**src/core/acc_consts.svh**
```systemverilog
// Offsets, field positions, reset values and timing counts of the converter control block.
// Assumes a 20 MHz system clock and a 32-bit classic Wishbone register bus.
//
// Contract
// - Power-on port config loads 0000 or 0111 by fuse
// - Timing bit 7 picks right or left justify
// - Acquisition codes map to 20..0 bit periods
// - Clock code 111 selects internal RC clock
// - Oscillator divisors 2..64 by code, x11 is RC
// - RC clock starts one instruction cycle late
// - Conversion lasts eleven bit periods, successive approximation
// - Reset restores registers, disables, aborts conversion
// - Completion loads result, clears go, sets flag
// - Power-on reset leaves result pair untouched
// - Programmed acquisition precedes conversion after go
// - Code 000 converts at once, else acquires first
// - Completion seen by polling go or by interrupt
// - Three bit periods between conversion and next acquisition
// - Sampling resumes after conversion, no acquisition status
`ifndef ACC_CONSTS_SVH
`define ACC_CONSTS_SVH

// ----------------------------------------------------------------
// Register byte offsets
// ----------------------------------------------------------------
`define ACC_OFS_CTRL0      8'h00
`define ACC_OFS_CTRL1      8'h04
`define ACC_OFS_TFC        8'h08
`define ACC_OFS_RES_HIGH   8'h0c
`define ACC_OFS_RES_LOW    8'h10
`define ACC_OFS_IRQ        8'h14

// ----------------------------------------------------------------
// Field positions
// ----------------------------------------------------------------
`define ACC_CTRL0_ON       0
`define ACC_CTRL0_GO       1
`define ACC_CTRL0_CHAN     2
`define ACC_CTRL1_PORT_ANALOG_CONFIG_FIELD     0
`define ACC_CTRL1_VREF     4
`define ACC_TFC_JUSTIFY    7
`define ACC_TFC_ACQ        3
`define ACC_TFC_CLK        0
`define ACC_IRQ_FLAG       0
`define ACC_IRQ_IE         1
`define ACC_IRQ_GIE        2

// ----------------------------------------------------------------
// Reset values and timing
// ----------------------------------------------------------------
`define ACC_PORT_ANALOG_CONFIG_FIELD_RST_ANALOG  4'h0
`define ACC_PORT_ANALOG_CONFIG_FIELD_RST_DIGITAL 4'h7
`define ACC_RESULT_BITS      10
`define ACC_CLK_HZ           20000000
`define ACC_TCY_NS           200
`define ACC_TCY_CYCLES       ((`ACC_TCY_NS * (`ACC_CLK_HZ / 1000000) + 999) / 1000)
`define ACC_CONV_TADS        11
`define ACC_GAP_TADS         3

`endif

```
**src/core/acc_pkg.sv**
```systemverilog
// Types shared by the converter control modules.
// Assumes acc_consts.svh is on the include path.
`include "acc_consts.svh"

package acc_pkg;
  typedef enum logic [2:0] {ST_IDLE, ST_DELAY, ST_ACQ, ST_CONV, ST_GAP} acc_state_e;
  typedef logic [`ACC_RESULT_BITS-1:0] acc_code_t;

  typedef struct packed {
    acc_state_e st;
    logic [4:0] tad_cnt;
    logic [2:0] dly_cnt;
    logic       on;
    logic       go;
    logic [3:0] chan;
    logic [3:0] port_analog_config_field;
    logic [1:0] vref;
    logic       justify;
    logic [2:0] acq;
    logic [2:0] clksel;
    logic       flag;
    logic       ie;
    logic       global_irq_enable;
    logic [7:0] res_hi;
    logic [7:0] res_lo;
    logic       ack;
    logic [31:0] rdata;
    logic       start;
    logic       abort;
  } acc_top_s;

  typedef struct packed {
    logic       busy;
    logic [3:0] cnt;
    acc_code_t  code;
    logic       done;
    acc_code_t  result;
  } acc_sar_s;

  typedef struct packed {
    logic [5:0] cnt;
    logic       tick;
  } acc_tad_s;
endpackage : acc_pkg

```
**src/core/acc_conv_if.sv**
```systemverilog
// Link between the sequencer and the successive-approximation engine.
// Assumes both ends run on the one system clock.
`timescale 1ns/1ps

interface acc_conv_if;
  import acc_pkg::*;
  logic      tad;
  logic      start;
  logic      abort;
  logic      comp;
  logic      busy;
  logic      done;
  acc_code_t result;
  acc_code_t dac;

  modport ctrl (output tad, start, abort, comp, input busy, done, result, dac);
  modport sar  (input tad, start, abort, comp, output busy, done, result, dac);
endinterface : acc_conv_if

```
**src/core/acc_sar.sv**
```systemverilog
// Successive-approximation engine: one bit period to disconnect, then one per bit.
// Assumes comp is high when the held input is at or above the trial code.
`timescale 1ns/1ps
`include "acc_consts.svh"

module acc_sar import acc_pkg::*; #(
  parameter int RES_BITS = `ACC_RESULT_BITS
) (
  input  wire logic clk_i,
  input  wire logic sys_rst_i,
  acc_conv_if.sar   cv
);
  acc_sar_s s, next;

  if (RES_BITS != `ACC_RESULT_BITS) begin : g_chk
    $error("acc_sar: result width must match the state layout");
  end

  always_comb begin
    logic [3:0] b;
    acc_code_t  c;
    b         = 4'(RES_BITS) - s.cnt;
    c         = s.code;
    next      = s;
    next.done = 1'b0;
    if (sys_rst_i || cv.abort) begin
      next.busy = 1'b0;
      next.cnt  = '0;
      next.code = '0;
    end else if (cv.start && !s.busy) begin
      next.busy = 1'b1;
      next.cnt  = '0;
      next.code = '0;
    end else if (s.busy && cv.tad) begin
      if (s.cnt == 4'h0) begin
        c[RES_BITS-1] = 1'b1;
      end else begin
        if (!cv.comp) begin
          c[b] = 1'b0;
        end
        if (b != 4'h0) begin
          c[b - 4'h1] = 1'b1;
        end
      end
      next.code = c;
      next.cnt  = s.cnt + 4'h1;
      if (s.cnt == 4'(RES_BITS)) begin
        next.busy   = 1'b0;
        next.done   = 1'b1;
        next.result = c;
      end
    end
    if (sys_rst_i) begin
      next.result = s.result;
    end
  end

  always_ff @(posedge clk_i) begin
    s <= next;
  end

  assign cv.busy   = s.busy;
  assign cv.done   = s.done;
  assign cv.result = s.result;
  assign cv.dac    = s.code;
endmodule : acc_sar

```
**src/core/acc_tad_gen.sv**
```systemverilog
// Bit-period enable generator: divides the system clock or passes RC ticks.
// Assumes rc_tick_i is a one-cycle pulse synchronous to clk_i.
`timescale 1ns/1ps

module acc_tad_gen import acc_pkg::*; (
  // Clock and reset
  input  wire logic       clk_i,
  input  wire logic       sys_rst_i,
  // Control
  input  wire logic       run_i,
  input  wire logic [2:0] clk_sel_i,
  input  wire logic       rc_tick_i,
  // Bit-period pulse
  output logic            tad_o
);
  acc_tad_s s, next;

  function automatic logic [6:0] div_of(logic [2:0] c);
    unique case (c)
      3'h0:    div_of = 7'h02;
      3'h4:    div_of = 7'h04;
      3'h1:    div_of = 7'h08;
      3'h5:    div_of = 7'h10;
      3'h2:    div_of = 7'h20;
      3'h6:    div_of = 7'h40;
      default: div_of = 7'h00; // x11 is RC
    endcase
  endfunction : div_of

  always_comb begin
    next      = s;
    next.tick = 1'b0;
    if (sys_rst_i || !run_i) begin
      next = '0;
    end else if (clk_sel_i[1:0] == 2'h3) begin
      // Free-running RC: the first tick after start only opens the first full period
      if (rc_tick_i) begin
        next.cnt  = 6'h01;
        next.tick = s.cnt != 6'h00;
      end
    end else if ({1'b0, s.cnt} == div_of(clk_sel_i) - 7'h01) begin
      next.cnt  = '0;
      next.tick = 1'b1;
    end else begin
      next.cnt = s.cnt + 6'h01;
    end
  end

  always_ff @(posedge clk_i) begin
    s <= next;
  end

  assign tad_o = s.tick;
endmodule : acc_tad_gen

```
**src/core/acc_top.sv**
```systemverilog
// Converter control: registers, acquisition and conversion sequencing, completion flag.
// Assumes a classic Wishbone master and an analog front end with comparator output.
//
// Register access over Wishbone and the register addresses were chosen for this implementation.
`timescale 1ns/1ps
`include "acc_consts.svh"

module acc_top import acc_pkg::*; #(
  parameter int TCY_CYCLES = `ACC_TCY_CYCLES
) (
  // Clock and reset
  input  wire logic        clk_i,
  input  wire logic        sys_rst_i,
  // Wishbone slave
  input  wire logic        wb_cyc_i,
  input  wire logic        wb_stb_i,
  input  wire logic        wb_we_i,
  input  wire logic [7:0]  wb_adr_i,
  input  wire logic [3:0]  wb_sel_i,
  input  wire logic [31:0] wb_dat_i,
  output logic      [31:0] wb_dat_o,
  output logic             wb_ack_o,
  // Configuration strap
  input  wire logic        portb_analog_default_fuse_i,
  // Analog front end
  input  wire logic        rc_tick_i,
  input  wire logic        comp_i,
  output logic             sample_o,
  output logic      [9:0]  dac_code_o,
  output logic      [3:0]  chan_sel_o,
  output logic      [3:0]  port_analog_config_o,
  output logic      [1:0]  vref_sel_o,
  // Interrupt request
  output logic             irq_o
);
  acc_top_s   s, next;
  acc_conv_if cv ();
  logic       bus_req;
  logic       rc_sel;
  logic       tad_run;

  if (TCY_CYCLES < 1 || TCY_CYCLES > 7) begin : g_chk
    $error("acc_top: TCY_CYCLES must be 1..7");
  end

  // ----------------------------------------------------------------
  // Helpers
  // ----------------------------------------------------------------
  function automatic logic [4:0] acq_tads(logic [2:0] c);
    unique case (c)
      3'h7: acq_tads = 5'h14;
      3'h6: acq_tads = 5'h10;
      3'h5: acq_tads = 5'h0c;
      3'h4: acq_tads = 5'h08;
      3'h3: acq_tads = 5'h06;
      3'h2: acq_tads = 5'h04;
      3'h1: acq_tads = 5'h02;
      3'h0: acq_tads = 5'h00;
    endcase
  endfunction : acq_tads

  function automatic logic [31:0] read_word(acc_top_s r, logic [7:0] a);
    logic [31:0] w;
    w = '0;
    case (a)
      `ACC_OFS_CTRL0: begin
        w[`ACC_CTRL0_ON]        = r.on;
        w[`ACC_CTRL0_GO]        = r.go;
        w[`ACC_CTRL0_CHAN +: 4] = r.chan;
      end
      `ACC_OFS_CTRL1: begin
        w[`ACC_CTRL1_PORT_ANALOG_CONFIG_FIELD +: 4] = r.port_analog_config_field;
        w[`ACC_CTRL1_VREF +: 2] = r.vref;
      end
      `ACC_OFS_TFC: begin
        w[`ACC_TFC_JUSTIFY]    = r.justify; // bit 6 stays zero
        w[`ACC_TFC_ACQ +: 3]   = r.acq;
        w[`ACC_TFC_CLK +: 3]   = r.clksel;
      end
      `ACC_OFS_RES_HIGH: w[7:0] = r.res_hi;
      `ACC_OFS_RES_LOW:  w[7:0] = r.res_lo;
      `ACC_OFS_IRQ: begin
        w[`ACC_IRQ_FLAG] = r.flag;
        w[`ACC_IRQ_IE]   = r.ie;
        w[`ACC_IRQ_GIE]  = r.global_irq_enable;
      end
      default: w = '0;
    endcase
    return w;
  endfunction : read_word

  assign bus_req = wb_cyc_i && wb_stb_i && !s.ack;
  assign rc_sel  = s.clksel[1:0] == 2'h3;
  assign tad_run = s.st == ST_ACQ || s.st == ST_CONV || s.st == ST_GAP;

  // ----------------------------------------------------------------
  // Next state
  // ----------------------------------------------------------------
  always_comb begin
    next       = s;
    next.ack   = 1'b0;
    next.start = 1'b0;
    next.abort = 1'b0;

    // Register access; unmapped offsets answer with zero and drop writes
    if (bus_req) begin
      next.ack   = 1'b1;
      next.rdata = read_word(s, wb_adr_i);
      if (wb_we_i && wb_sel_i[0]) begin
        case (wb_adr_i)
          `ACC_OFS_CTRL0: begin
            next.on   = wb_dat_i[`ACC_CTRL0_ON];
            next.chan = wb_dat_i[`ACC_CTRL0_CHAN +: 4];
            if (wb_dat_i[`ACC_CTRL0_GO] && wb_dat_i[`ACC_CTRL0_ON]) begin
              next.go = 1'b1;
            end
          end
          `ACC_OFS_CTRL1: begin
            next.port_analog_config_field = wb_dat_i[`ACC_CTRL1_PORT_ANALOG_CONFIG_FIELD +: 4];
            next.vref = wb_dat_i[`ACC_CTRL1_VREF +: 2];
          end
          `ACC_OFS_TFC: begin
            next.justify = wb_dat_i[`ACC_TFC_JUSTIFY]; // bit 6 dropped
            next.acq     = wb_dat_i[`ACC_TFC_ACQ +: 3];
            next.clksel  = wb_dat_i[`ACC_TFC_CLK +: 3];
          end
          `ACC_OFS_IRQ: begin
            next.flag = wb_dat_i[`ACC_IRQ_FLAG];
            next.ie   = wb_dat_i[`ACC_IRQ_IE];
            next.global_irq_enable  = wb_dat_i[`ACC_IRQ_GIE];
          end
          default: ;
        endcase
      end
    end

    // Sequencer
    unique case (s.st)
      ST_IDLE: begin
        if (s.go && s.on) begin
          next.tad_cnt = '0;
          next.dly_cnt = '0;
          if (rc_sel) begin
            next.st = ST_DELAY;
          end else if (s.acq != 3'h0) begin
            next.st = ST_ACQ;
          end else begin
            next.st    = ST_CONV;
            next.start = 1'b1;
          end
        end
      end
      ST_DELAY: begin
        next.dly_cnt = s.dly_cnt + 3'h1;
        if (s.dly_cnt == 3'(TCY_CYCLES - 1)) begin
          if (s.acq != 3'h0) begin
            next.st = ST_ACQ;
          end else begin
            next.st    = ST_CONV;
            next.start = 1'b1;
          end
        end
      end
      ST_ACQ: begin
        if (cv.tad) begin
          next.tad_cnt = s.tad_cnt + 5'h01;
          if (s.tad_cnt + 5'h01 == acq_tads(s.acq)) begin
            next.st    = ST_CONV;
            next.start = 1'b1;
          end
        end
      end
      ST_CONV: begin
        if (cv.done) begin
          if (s.justify) begin
            next.res_hi = {6'h00, cv.result[9:8]};
            next.res_lo = cv.result[7:0];
          end else begin
            next.res_hi = cv.result[9:2];
            next.res_lo = {cv.result[1:0], 6'h00};
          end
          next.go      = 1'b0;
          next.flag    = 1'b1; // set wins over a clear
          next.st      = ST_GAP;
          next.tad_cnt = '0;
        end
      end
      ST_GAP: begin
        if (cv.tad) begin
          next.tad_cnt = s.tad_cnt + 5'h01;
          if (s.tad_cnt == 5'(`ACC_GAP_TADS - 1)) begin
            next.st = ST_IDLE;
          end
        end
      end
    endcase

    // Turning the converter off abandons any conversion
    if (!next.on) begin
      next.st    = ST_IDLE;
      next.go    = 1'b0;
      next.abort = 1'b1;
      next.start = 1'b0;
    end

    // Result pair is left alone so a reset never disturbs a read-back
    if (sys_rst_i) begin
      next        = '0;
      next.abort  = 1'b1;
      next.port_analog_config_field   = portb_analog_default_fuse_i ? `ACC_PORT_ANALOG_CONFIG_FIELD_RST_ANALOG
                                                : `ACC_PORT_ANALOG_CONFIG_FIELD_RST_DIGITAL;
      next.res_hi = s.res_hi;
      next.res_lo = s.res_lo;
    end
  end

  always_ff @(posedge clk_i) begin
    s <= next;
  end

  // ----------------------------------------------------------------
  // Submodules and outputs
  // ----------------------------------------------------------------
  acc_tad_gen u_tad (
    .clk_i     (clk_i),
    .sys_rst_i (sys_rst_i),
    .run_i     (tad_run),
    .clk_sel_i (s.clksel),
    .rc_tick_i (rc_tick_i),
    .tad_o     (cv.tad)
  );

  acc_sar u_sar (
    .clk_i     (clk_i),
    .sys_rst_i (sys_rst_i),
    .cv        (cv)
  );

  assign cv.start             = s.start;
  assign cv.abort             = s.abort;
  assign cv.comp              = comp_i;
  assign wb_dat_o             = s.rdata;
  assign wb_ack_o             = s.ack;
  assign dac_code_o           = cv.dac;
  assign chan_sel_o           = s.chan;
  assign port_analog_config_o = s.port_analog_config_field;
  assign vref_sel_o           = s.vref;
  assign sample_o             = s.on && s.st != ST_CONV;
  assign irq_o                = s.flag && s.ie && s.global_irq_enable;

  // ----------------------------------------------------------------
  // Assertions
  // ----------------------------------------------------------------
  logic [3:0] conv_tads;
  logic       idle_go;

  assign idle_go = s.st == ST_IDLE && s.go && s.on;

  always_ff @(posedge clk_i) begin
    if (sys_rst_i || !cv.busy) begin
      conv_tads <= '0;
    end else if (cv.tad) begin
      conv_tads <= conv_tads + 4'h1;
    end
  end
endmodule : acc_top

```
**config.mk**
```make
export PLATFORM = sky130hd
export DESIGN_NAME = acc_top
export DESIGN_NICKNAME = d
export VERILOG_FILES = /design/src/core/acc_pkg.sv /design/src/core/acc_conv_if.sv /design/src/core/acc_sar.sv /design/src/core/acc_tad_gen.sv /design/src/core/acc_top.sv
export VERILOG_INCLUDE_DIRS = /design/src /design/src/core
export SDC_FILE = /design/constraint.sdc
export NUM_CORES = 1
export LEC_CHECK = 0
export BUFFER_PORTS_ARGS = -buffer_cell sky130_fd_sc_hd__buf_4
export CORE_MARGIN = 2
export CORE_UTILIZATION = 56
export CTS_CLUSTER_SIZE = 14
export DETAILED_ROUTE_END_ITERATION = 8
export GPL_ROUTABILITY_DRIVEN = 0
export PLACE_DENSITY_LB_ADDON = 0.2
export SETUP_SLACK_MARGIN = 0.5
export SLEW_MARGIN = 15
export SYNTH_ARGS = -nofsm -noshare
export SYNTH_HDL_FRONTEND = slang
export SYNTH_SLANG_ARGS = --single-unit
```
**constraint.sdc**
```tcl
create_clock -name clk_i -period 3 [get_ports clk_i]
set_input_delay 0.6 -clock clk_i [delete_from_list [all_inputs] [get_ports clk_i]]
set_output_delay 0.6 -clock clk_i [all_outputs]
set_load 0.01 [all_outputs]
```
# == Word-level counts from Yosys, hierarchy flattened ==
# Memories as Yosys holds them, arrays and structs flattened. A register that Yosys moved wholly into a read port is not among the register bits.
# Cells that the tools add are included.
# classes
n_addsub,7
order_cmp,4
eq_ne,29
mux,68
bitwise,8
n_reduce_logical,47
# ops
cell,n
2-to-1 mux 67 bit,1
2-to-1 mux 10 bit,6
2-to-1 mux 16 bit,3
2-to-1 mux 22 bit,2
case mux 7 bit (6 select lines),1
2-to-1 mux 7 bit,5
2-to-1 mux 33 bit,1
case mux 3 bit (5 select lines),2
2-to-1 mux 26 bit,1
2-to-1 mux 3 bit,8
2-to-1 mux 8 bit,3
2-to-1 mux 11 bit,2
case mux 5 bit (4 select lines),1
2-to-1 mux 6 bit,3
case mux 3 bit (6 select lines),1
AND reduction 3 bit,6
2-to-1 mux 1 bit,17
== test 8 x 4 -> 1 bit (second input constant),2
== test 8 x 5 -> 1 bit (second input constant),2
2-to-1 mux 15 bit,1
== test 3 x 2 -> 1 bit (second input constant),4
== test 3 bit (second input constant),4
logical AND 1 bit,12
nonzero test 2 bit,6
43 further kinds,69
# totals
reg_bits,93
rom_bits,32
memories,1
# mem_list
memory,depth,word_bits,read_ports,rd_ports_with_merged_regs,wr,line_no,text
(no name shown),8,4,1,1,0,acc_top.sv:50,unique case (c)

# == Longest topological paths before layout ==
# Gate-level depths: netlist of the first run.
# depth
word_depth,18
ltp_mapped,10
depth_no_buf,9

# == Cells and area by module ==
# From an unflattened synthesis of the first run, not the netlist that was laid out.
# hier_totals
cells_unflattened,614
area_unflattened_um2,5779.3
# modules_own_cells
mod,instances,cells_per_inst,area_each_um2,seq_area_each_um2
acc_top,1,377,3567.2,1481.4
acc_sar,1,173,1666.6,620.6
acc_tad_gen,1,64,545.5,140.1

# == Least setup slack after synthesis of the first run ==
# Ideal clock, no wire load.
# synth_timing
path_type,input-to-reg
from,in sys_rst_i
to,"reg u_sar.s, in the netlist u_sar.cv.result[0] (enable)"
arrival_ps,2093
required_ps,2596
path_slack_ps,503
path_stages,3
n_path_buf,2
path_cell_list,clkbuf_1 buf_1 nor4_1
# synth_between
elab_chain_cells,3
# synth_lines
item,line_no,text
start: declaration,acc_top.sv:13,"input wire logic sys_rst_i,"
logical OR 1 bit,acc_sar.sv:26,if (sys_rst_i || cv.abort) begin
inverter 1 bit (no source line),-,
AND reduction 5 bit (no source line) *,-,
end signal: assignment,acc_sar.sv:59,s <= next;
end: declaration,acc_sar.sv:13,"acc_sar_s s, next;"
# Every way passes the cells marked *; elsewhere a longest branch is shown, timed or not.
# A chain may end at the register's enable or synchronous reset.

# == Worst setup path after layout of the first run ==
# layout_timing
from,reg u_sar.s[21] in the netlist's numbering
to,"reg u_sar.s, in the netlist u_sar.cv.dac[3]"
# layout_between
elab_chain_cells,15
# layout_lines
item,line_no,text
subtractor 4 bit,acc_sar.sv:22,b = 4'(RES_BITS) - s.cnt;
< comparator 4 x 5 -> 1 bit (not written as such) or >= comparator 4 x 1 -> 1 bit (tied branches),acc_sar.sv:39,c[b] = 1'b0;
logical AND 1 bit (not written as such),acc_sar.sv:39,
2-to-1 mux 1 bit (not written as such),acc_sar.sv:39,
demux 1 bit (select 4 bit),-,
inverter 10 bit (no source line),-,
AND 10 bit (no source line),-,
2-to-1 mux 10 bit,acc_sar.sv:38,if (!cv.comp) begin
2-to-1 mux 10 bit,acc_sar.sv:35,if (s.cnt == 4'h0) begin
2-to-1 mux 10 bit,acc_sar.sv:34,end else if (s.busy && cv.tad) begin
2-to-1 mux 10 bit,acc_sar.sv:30,end else if (cv.start && !s.busy) begin
2-to-1 mux 10 bit,acc_sar.sv:26,
bitwise OR 10 bit (no source line),-,
2-to-1 mux 10 bit,acc_sar.sv:41,if (b != 4'h0) begin
2-to-1 mux 9 bit *,acc_sar.sv:35,
# Every way passes the cells marked *; elsewhere a longest branch is shown, timed or not. The select of a mux whose other input is x is not followed.

==> results of run 1 <==
## routing by layer
| layer | vias to the layer above | track usage, % | wire, um |
|---|---|---|---|
| li1 | 2101 | - | - |
| met1 | 1998 | 28.8 | 5120 |
| met2 | 112 | 35.8 | 5460 |
| met3 | 9 | 5.91 | 610 |
| met4 | 0 | 6.28 | 89 |
| met5 | - | 0 | 0 |
## metrics by stage
| stage | cell area [sq um] | cells | setup WS [ps] | hold slack, ps | util [%] |
|---|---|---|---|---|---|
| 6_report | 5940 | 759 | 681 | 463 | 61.3 |
| 5_1_grt | 5940 | 759 | 518 | 498 | 61.3 |
| 4_1_cts | 5920 | 759 | 536 | 446 | 61.1 |
| 3_5_place_dp | 5700 | 743 | 440 | 441 | 58.9 |
| 3_3_place_gp | 5700 | 743 | 551 | 448 | 58.9 |
| 2_1_floorplan | 5600 | 635 | 503 | 424 | - |
## flip-flops by register name, summed over array words and instances (netlist names), named ones only
signal / count
u_tad.tad_o: 1
vref_sel_o: 2
wb_dat_o: 8
cv.abort: 1
u_sar.s: 4
u_sar.cv.dac: 10
wb_ack_o: 1
u_sar.cv.result: 10
s: 39
cv.start: 1
u_sar.cv.busy: 1
port_analog_config_o: 4
u_sar.cv.done: 1
u_tad.s: 6
chan_sel_o: 4
## timing repair
item / in CTS / in global routing
setup endpoints to repair: 13 / 23
pin swaps: 1 / 0
gates resized for setup: 1 / 6
## final cells by class
class,count,area (sq um),share of cell area (%)
repair buffers,62,465,7.83
flip-flops and latches,97,2250,37.8
clock inverters,7,93.8,1.58
multi-input cells,434,2780,46.8
well taps,133,166,2.80
clock buffers,9,124,2.09
inverters,17,63.8,1.07
## worst register-to-register path, cell delays in order (launching register included)
cell,delay [ps]
sky130_fd_sc_hd__dfxtp_4,430
sky130_fd_sc_hd__inv_1,110
sky130_fd_sc_hd__ha_1,330
sky130_fd_sc_hd__and2_1,170
sky130_fd_sc_hd__o31ai_4,260
sky130_fd_sc_hd__xnor2_2,170
sky130_fd_sc_hd__nor4_1,450
sky130_fd_sc_hd__a21oi_1,120
sky130_fd_sc_hd__a311oi_1,200
## power by group through the flow
stage / clock [uW] / sequential (uW) / combinational (uW)
after global placement: 0 / 1380 / 109
after global routing: 1010 / 1350 / 121
after CTS: 956 / 1350 / 110
after floorplan: 0 / 1380 / 89.4
final: 926 / 1350 / 110
after detailed placement: 0 / 1380 / 109
## cell families after synthesis
kind of cell | Yosys count | share of synthesized area [%]
fa+ha+maj | 14 | 3.18
flops | 97 | 40.7
other cells | 1 | 0.0680
simple gates | 239 | 22.6
buf+inv | 104 | 10.8
compound gates | 110 | 13.8
mux | 30 | 6.22
xor+xnor | 17 | 2.70
## final timing paths
kind	startpoint	to	slack, ps
worst min register to register	cv.abort	u_sar.cv.done	460
worst max register to register	u_sar.s[21]	u_sar.cv.dac[3]	680
worst min-delay path	cv.abort	u_sar.cv.done	460
worst max-delay path	u_sar.s[21]	u_sar.cv.dac[3]	680
## cell usage in the layout, fill, tap and decap left out, types with 7 or more instances in the layout
| master | Yosys | routed |
|---|---|---|
| sky130_fd_sc_hd__edfxtp_1 | 30 | 30 |
| sky130_fd_sc_hd__nor2b_1 | 18 | 17 |
| sky130_fd_sc_hd__a31oi_1 | 9 | 9 |
| sky130_fd_sc_hd__a22oi_1 | 12 | 12 |
| sky130_fd_sc_hd__mux2i_1 | 23 | 23 |
| sky130_fd_sc_hd__xnor2_1 | 10 | 9 |
| sky130_fd_sc_hd__conb_1 | 1 | 24 |
| sky130_fd_sc_hd__clkbuf_8 | 0 | 9 |
| sky130_fd_sc_hd__nor3_1 | 9 | 9 |
| sky130_fd_sc_hd__nor2_1 | 78 | 78 |
| sky130_fd_sc_hd__a21oi_1 | 29 | 29 |
| sky130_fd_sc_hd__dfxtp_1 | 67 | 65 |
| sky130_fd_sc_hd__xor2_1 | 7 | 7 |
| sky130_fd_sc_hd__nand2_1 | 45 | 45 |
| sky130_fd_sc_hd__and2_1 | 12 | 12 |
| sky130_fd_sc_hd__nand3_1 | 21 | 21 |
| sky130_fd_sc_hd__o21ai_0 | 14 | 13 |
| sky130_fd_sc_hd__inv_1 | 17 | 17 |
| sky130_fd_sc_hd__ha_1 | 14 | 14 |
| sky130_fd_sc_hd__buf_4 | 52 | 62 |
| sky130_fd_sc_hd__a22o_1 | 8 | 8 |
==> metrics.log, run 1 <==
[metrics] clock tree from TritonCTS: built
[metrics] internal power of the cells: approximately 1900 uW
[metrics] area share of the largest cell type after synthesis: ~24%
[metrics] Slew @ Worst Pin: 797 ps
[metrics] final total negative setup slack: 0 ps
[metrics] part of the total power dissipated in the clock network: about two fifths
[metrics] Worst slew margin: a little under half
[metrics] number of buffers on the longest clock path: 2
[metrics] final period utilization: 77.3%
[metrics] Final Setup Violations: 0
[metrics] final HPWL from detailed placement: between 8 and 9 mm
[metrics] top post-synthesis cells by count: sky130_fd_sc_hd__nor2_1, sky130_fd_sc_hd__dfxtp_1, sky130_fd_sc_hd__buf_4
[metrics] standard cell with the maximum stage delay on the critical path: sky130_fd_sc_hd__nor4_1
[metrics] die width: between 100 and 150 um
[metrics] Yosys top cell by area: sky130_fd_sc_hd__dfxtp_1
[metrics] worst stage delay on the critical path: 450 ps
[metrics] Total Power Consumption: between 2000 and 2500 uW
[metrics] unrepaired setup endpoints after global routing: no
[metrics] largest cells by area after synthesis: sky130_fd_sc_hd__dfxtp_1, sky130_fd_sc_hd__edfxtp_1, sky130_fd_sc_hd__buf_4
[metrics] endpoint kind of the worst setup timing path: flip-flop
[metrics] effective utilization at floorplan: a little under three fifths
[metrics] P per Cell Area: approximately 400 nW/um^2
[metrics] count of inserted antenna diode cells: 0
[metrics] Comb power frac: 4.6%
[metrics] largest net degree at the start of global routing: 48
[metrics] Routed Antenna Nets: 0
[metrics] Hold Path Class: reg2reg
[metrics] CTS Sinks: between 90 and 100
[metrics] average via count per standard cell: about 5.6
[metrics] average wire per cell in the routed design: 14.9 um
[metrics] setup fix buffers added after clock tree synthesis: 0
[metrics] number of max-capacitance violations reported: 0
[metrics] worst voltage drop across the vdd grid: between 200 and 250 uV
[metrics] mean area per synthesized cell: ~9.0 sq um
[metrics] router iterations before antenna repair: 5
[metrics] number of fill cells in the layout: 851
[metrics] share of async-settable or async-resettable flops after synthesis: 0%
[metrics] number of primary I/O pins: between 100 and 150
[metrics] core area: just under 10000 sq um
[metrics] clock period minus final worst setup slack: between 2000 and 2500 ps
[metrics] EDFF count, synth: 30
[metrics] first-pass GRT wire length: between 15 and 20 mm
[metrics] type of the worst setup path: reg2reg
[metrics] Iter 0 DRT Violations: ~230
[metrics] logic depth of the worst setup path including buffers: 8
[metrics] number of H-tree levels: 3
[metrics] leakage power summed over all cells: around 0.0023 uW
[metrics] total routed wirelength: 11.3 mm
[metrics] required time of the worst setup path: approximately 3300 ps
[metrics] number of distinct library cells after synthesis: 66
[metrics] proportion of layout cells with a drive suffix above 1: around 16%
[metrics] clock buffers created by TritonCTS: 9
[metrics] Highest Clock Rate: approximately 0.43 GHz
[metrics] number of remaining DRC errors: 0
[metrics] flops & latches, synth: 97
[metrics] Total Die Area: approximately 11000 sq um
[metrics] net switching share of the total power: about 22%
[metrics] clk slew on worst S/H paths: around 90 ps
[metrics] cells along the critical path: inv_1 > ha_1 > and2_1 > o31ai_4 > xnor2_2 > nor4_1 > a21oi_1 > a311oi_1
[metrics] warnings from Yosys: 0
[metrics] total track usage: around 22%
[metrics] result of the run: finished, final reports clean
[metrics] antenna violations before repair: 0
[metrics] R2R depth: 8
[metrics] Port Buf Inserts: 54
[metrics] total global routing overflow: 0
[metrics] number of vias after detailed routing: about 4.2k
[metrics] Critical path buffers and inverters: 1
[metrics] root buffer cell: sky130_fd_sc_hd__clkbuf_8
[metrics] Skew-Pair Late Insertion Delay: ~370 ps
[metrics] net count reported at finish: between 600 and 700
[metrics] Final Hold Vio Count: 0
[metrics] count leader, synth: sky130_fd_sc_hd__nor2_1
[metrics] Syn-to-layout area delta: 7.76%
[metrics] Die Height: around 100 um
[metrics] crit-path max FO: 11
[metrics] post-synthesis sequential area ratio: about two fifths
[metrics] Syn Std Cell Area: approximately 5500 sq um
[metrics] via count of the first global-routing pass: 3807
[metrics] row cnt: 36
[metrics] clk_skew: between 10 and 15 ps
[metrics] final-report max-slew violation count: 0
[metrics] hold_buf cts: 0
[metrics] startpoint type of the worst setup path: flip-flop
[metrics] net switching power: between 500 and 600 uW
[metrics] signal arrival time at the worst endpoint: ~2600 ps
[metrics] Min-Delay Path Depth: 1
[metrics] Flop pwr share: between 50% and 60%
[metrics] Post-Syn Instances: ~600
[metrics] main flop type after synthesis: sky130_fd_sc_hd__dfxtp_1
[metrics] top cell family by delay on the critical path: simple AND/OR/NAND/NOR gates
Power figures use the tool's default switching activity.
==> inputs of run 2 (changes only) <==
==> constraint.sdc (replaced) <==
create_clock -name clk_i -period 2.4 [get_ports clk_i]
set_input_delay 0.48 -clock clk_i [delete_from_list [all_inputs] [get_ports clk_i]]
set_output_delay 0.48 -clock clk_i [all_outputs]
set_load 0.01 [all_outputs]
==> metrics.log, run 2 (same netlist as run 1, synthesis figures left out) <==
[metrics] final period utilization: between 80% and 90%
[metrics] total routed wirelength: between 10 and 15 mm
[metrics] required time of the worst setup path: approximately 2700 ps
[metrics] final-report max-slew violation count: 0
[metrics] final total negative setup slack: 0 ps
[metrics] Hold Path Class: in2reg
[metrics] Routed Antenna Nets: 0
[metrics] root buffer cell: sky130_fd_sc_hd__clkbuf_8
[metrics] Total Die Area: ~11000 sq um
[metrics] startpoint of the worst-slack reg-to-reg timing path: u_sar.s[21]
[metrics] proportion of layout cells with a drive suffix above 1: 27.4%
[metrics] hold endpoint: s[60]
[metrics] Final Hold Vio Count: 0
[metrics] Skew-Pair Late Insertion Delay: about 360 ps
[metrics] number of flip-flops under the largest register name: 39
[metrics] endpoint kind of the worst setup timing path: flip-flop
[metrics] router iterations before antenna repair: 4
[metrics] Highest Clock Rate: between 0.4 and 0.5 GHz
[metrics] effective utilization at floorplan: a little under three fifths
[metrics] worst stage delay on the critical path: about 550 ps
[metrics] total global routing overflow: 0
[metrics] row cnt: 36
[metrics] clock buffers created by TritonCTS: 9
[metrics] worst voltage drop across the vdd grid: about 240 uV
[metrics] net count reported at finish: just over 700
[metrics] unrepaired setup endpoints after global routing: yes
[metrics] Min-Delay Path Depth: 3
[metrics] antenna violations before repair: 0
[metrics] Syn-to-layout area delta: 18.1%
[metrics] Port Buf Inserts: between 50 and 60
[metrics] Finished Cell Area: 6510 sq um
[metrics] clock period minus final worst setup slack: between 2000 and 2500 ps
[metrics] commonest non-fill, non-tap cell in the layout: sky130_fd_sc_hd__buf_4
[metrics] startpoint type of the worst setup path: flip-flop
[metrics] top cell family by delay on the critical path: simple AND/OR/NAND/NOR gates
[metrics] Iter 0 DRT Violations: roughly 210
[metrics] clk slew on worst S/H paths: ~90 ps
[metrics] final HPWL from detailed placement: 8.50 mm
[metrics] type of the worst setup path: reg2reg
[metrics] average via count per standard cell: around 5.6
[metrics] first-pass GRT wire length: a little under 20 mm
[metrics] Final Setup Violations: 0
[metrics] via count of the first global-routing pass: about 4.1k
[metrics] number of vias after detailed routing: about 4.4k
[metrics] R2R depth: 8
[metrics] Critical path buffers and inverters: 1
[metrics] hold_buf cts: 0
[metrics] total cell area at the placement stage: just under 6000 sq um
[metrics] cells along the critical path: inv_4 > ha_4 > nor2_2 > o31ai_4 > xnor2_2 > or4_4 > a2bb2oi_1 > nor2_1
[metrics] number of H-tree levels: 3
[metrics] average wire per cell in the routed design: between 15 and 20 um
[metrics] CTS Sinks: slightly below 100
[metrics] number of max-capacitance violations reported: 0
[metrics] signal arrival time at the worst endpoint: roughly 2300 ps
[metrics] largest net degree at the start of global routing: 25
[metrics] number of remaining DRC errors: 0
[metrics] Slew @ Worst Pin: 842 ps
[metrics] worst hold start: wb_dat_i[7]
[metrics] clk_skew: around 15 ps
[metrics] number of primary I/O pins: roughly 110
[metrics] Worst slew margin: approximately 44%
[metrics] total track usage: between 20% and 30%
[metrics] slack of the worst reg-to-reg path: ~360 ps
[metrics] register with the highest flop count: s
[metrics] core area: around 9700 sq um
[metrics] leakage power summed over all cells: roughly 0.0025 uW
[metrics] result of the run: finished, final reports clean
[metrics] die width: between 100 and 150 um
[metrics] count of inserted antenna diode cells: 0
[metrics] Util after Layout: between 60% and 70%
[metrics] r2r endpoint: u_sar.cv.dac[7]
[metrics] clock tree from TritonCTS: built
[metrics] P per Cell Area: approximately 440 nW/um^2
[metrics] crit-path max FO: 4
[metrics] standard cell with the maximum stage delay on the critical path: sky130_fd_sc_hd__or4_4
[metrics] leading cell types in the layout, fill and taps excluded: sky130_fd_sc_hd__buf_4, sky130_fd_sc_hd__nor2_1, sky130_fd_sc_hd__dfxtp_1
[metrics] worst hold margin: roughly 350 ps
[metrics] Die Height: between 100 and 150 um
[metrics] number of buffers on the longest clock path: 2
-- run 2: cell types whose count changed in the layout (fill, tap and decap cells not counted), moves of 6 or more --
| cell | change |
|---|---|
| sky130_fd_sc_hd__dfxtp_4 | +6 |
| sky130_fd_sc_hd__ha_1 | -7 |
| sky130_fd_sc_hd__buf_4 | +30 |
| sky130_fd_sc_hd__dfxtp_1 | -7 |
-- run 2: worst reg2reg max path: stages (launching register included) --
cell	delay [ps]
sky130_fd_sc_hd__dfxtp_4	390
sky130_fd_sc_hd__inv_4	50
sky130_fd_sc_hd__ha_4	270
sky130_fd_sc_hd__nor2_2	50
sky130_fd_sc_hd__o31ai_4	290
sky130_fd_sc_hd__xnor2_2	140
sky130_fd_sc_hd__or4_4	550
sky130_fd_sc_hd__a2bb2oi_1	150
sky130_fd_sc_hd__nor2_1	80
-- run 2: through the flow --
stage | instances | worst slack [ps] | power, uW
global placement | 747 | 192 | 1870
floorplan | 635 | 314 | 1840
detailed placement | 747 | 133 | 1870
finish | 791 | 361 | 2860
CTS | 780 | 384 | 2890
global route | 791 | 288 | 2970
-- run 2: power breakdown --
group          total (uW)  internal [uW]  switching (uW)
registers            1680           1680            3.97
clock network        1040            482             558
logic                 144           53.7            90.7
total                2860           2210             652
-- run 2: timing repair --
action	CTS	global route
pin swaps	13	13
hold endpoints to repair	0	0
endpoints found under the setup margin	42	46
resized for setup	39	28
buffers inserted	17	11
-- run 2: cell type report --
cell class	count	area, sq um
timing repair buffer	94	722
sequential	97	2270
inverter	17	68.8
tap	133	166
clock inverter	5	55.1
multi-input combinational	434	3100
clock buffer	11	131
fill	793	3170
-- run 2: how the worst max path moves through the flow --
stage	to	slack, ps	start	cells past startpoint
4_1_cts	u_sar.cv.result[0]	380	u_sar.s[21]	8
6_report	u_sar.cv.dac[7]	360	u_sar.s[21]	8
2_1_floorplan	u_sar.cv.dac[7]	310	u_sar.s[21]	9
3_3_place_gp	u_sar.cv.result[1]	190	u_sar.s[21]	6
3_5_place_dp	u_sar.cv.result[1]	130	u_sar.s[21]	6
5_1_grt	u_tad.s[4]	290	s[56]	8
-- run 2: routing by layer --
layer / track usage (%) / vias to the layer above / part of all wire, %
li1: - / 2165 / -
met1: 31.2 / 2146 / 44
met2: 39.3 / 113 / 49
met3: 4.30 / 21 / 4.8
met4: 7.69 / 0 / 1.8
met5: 0 / - / 0
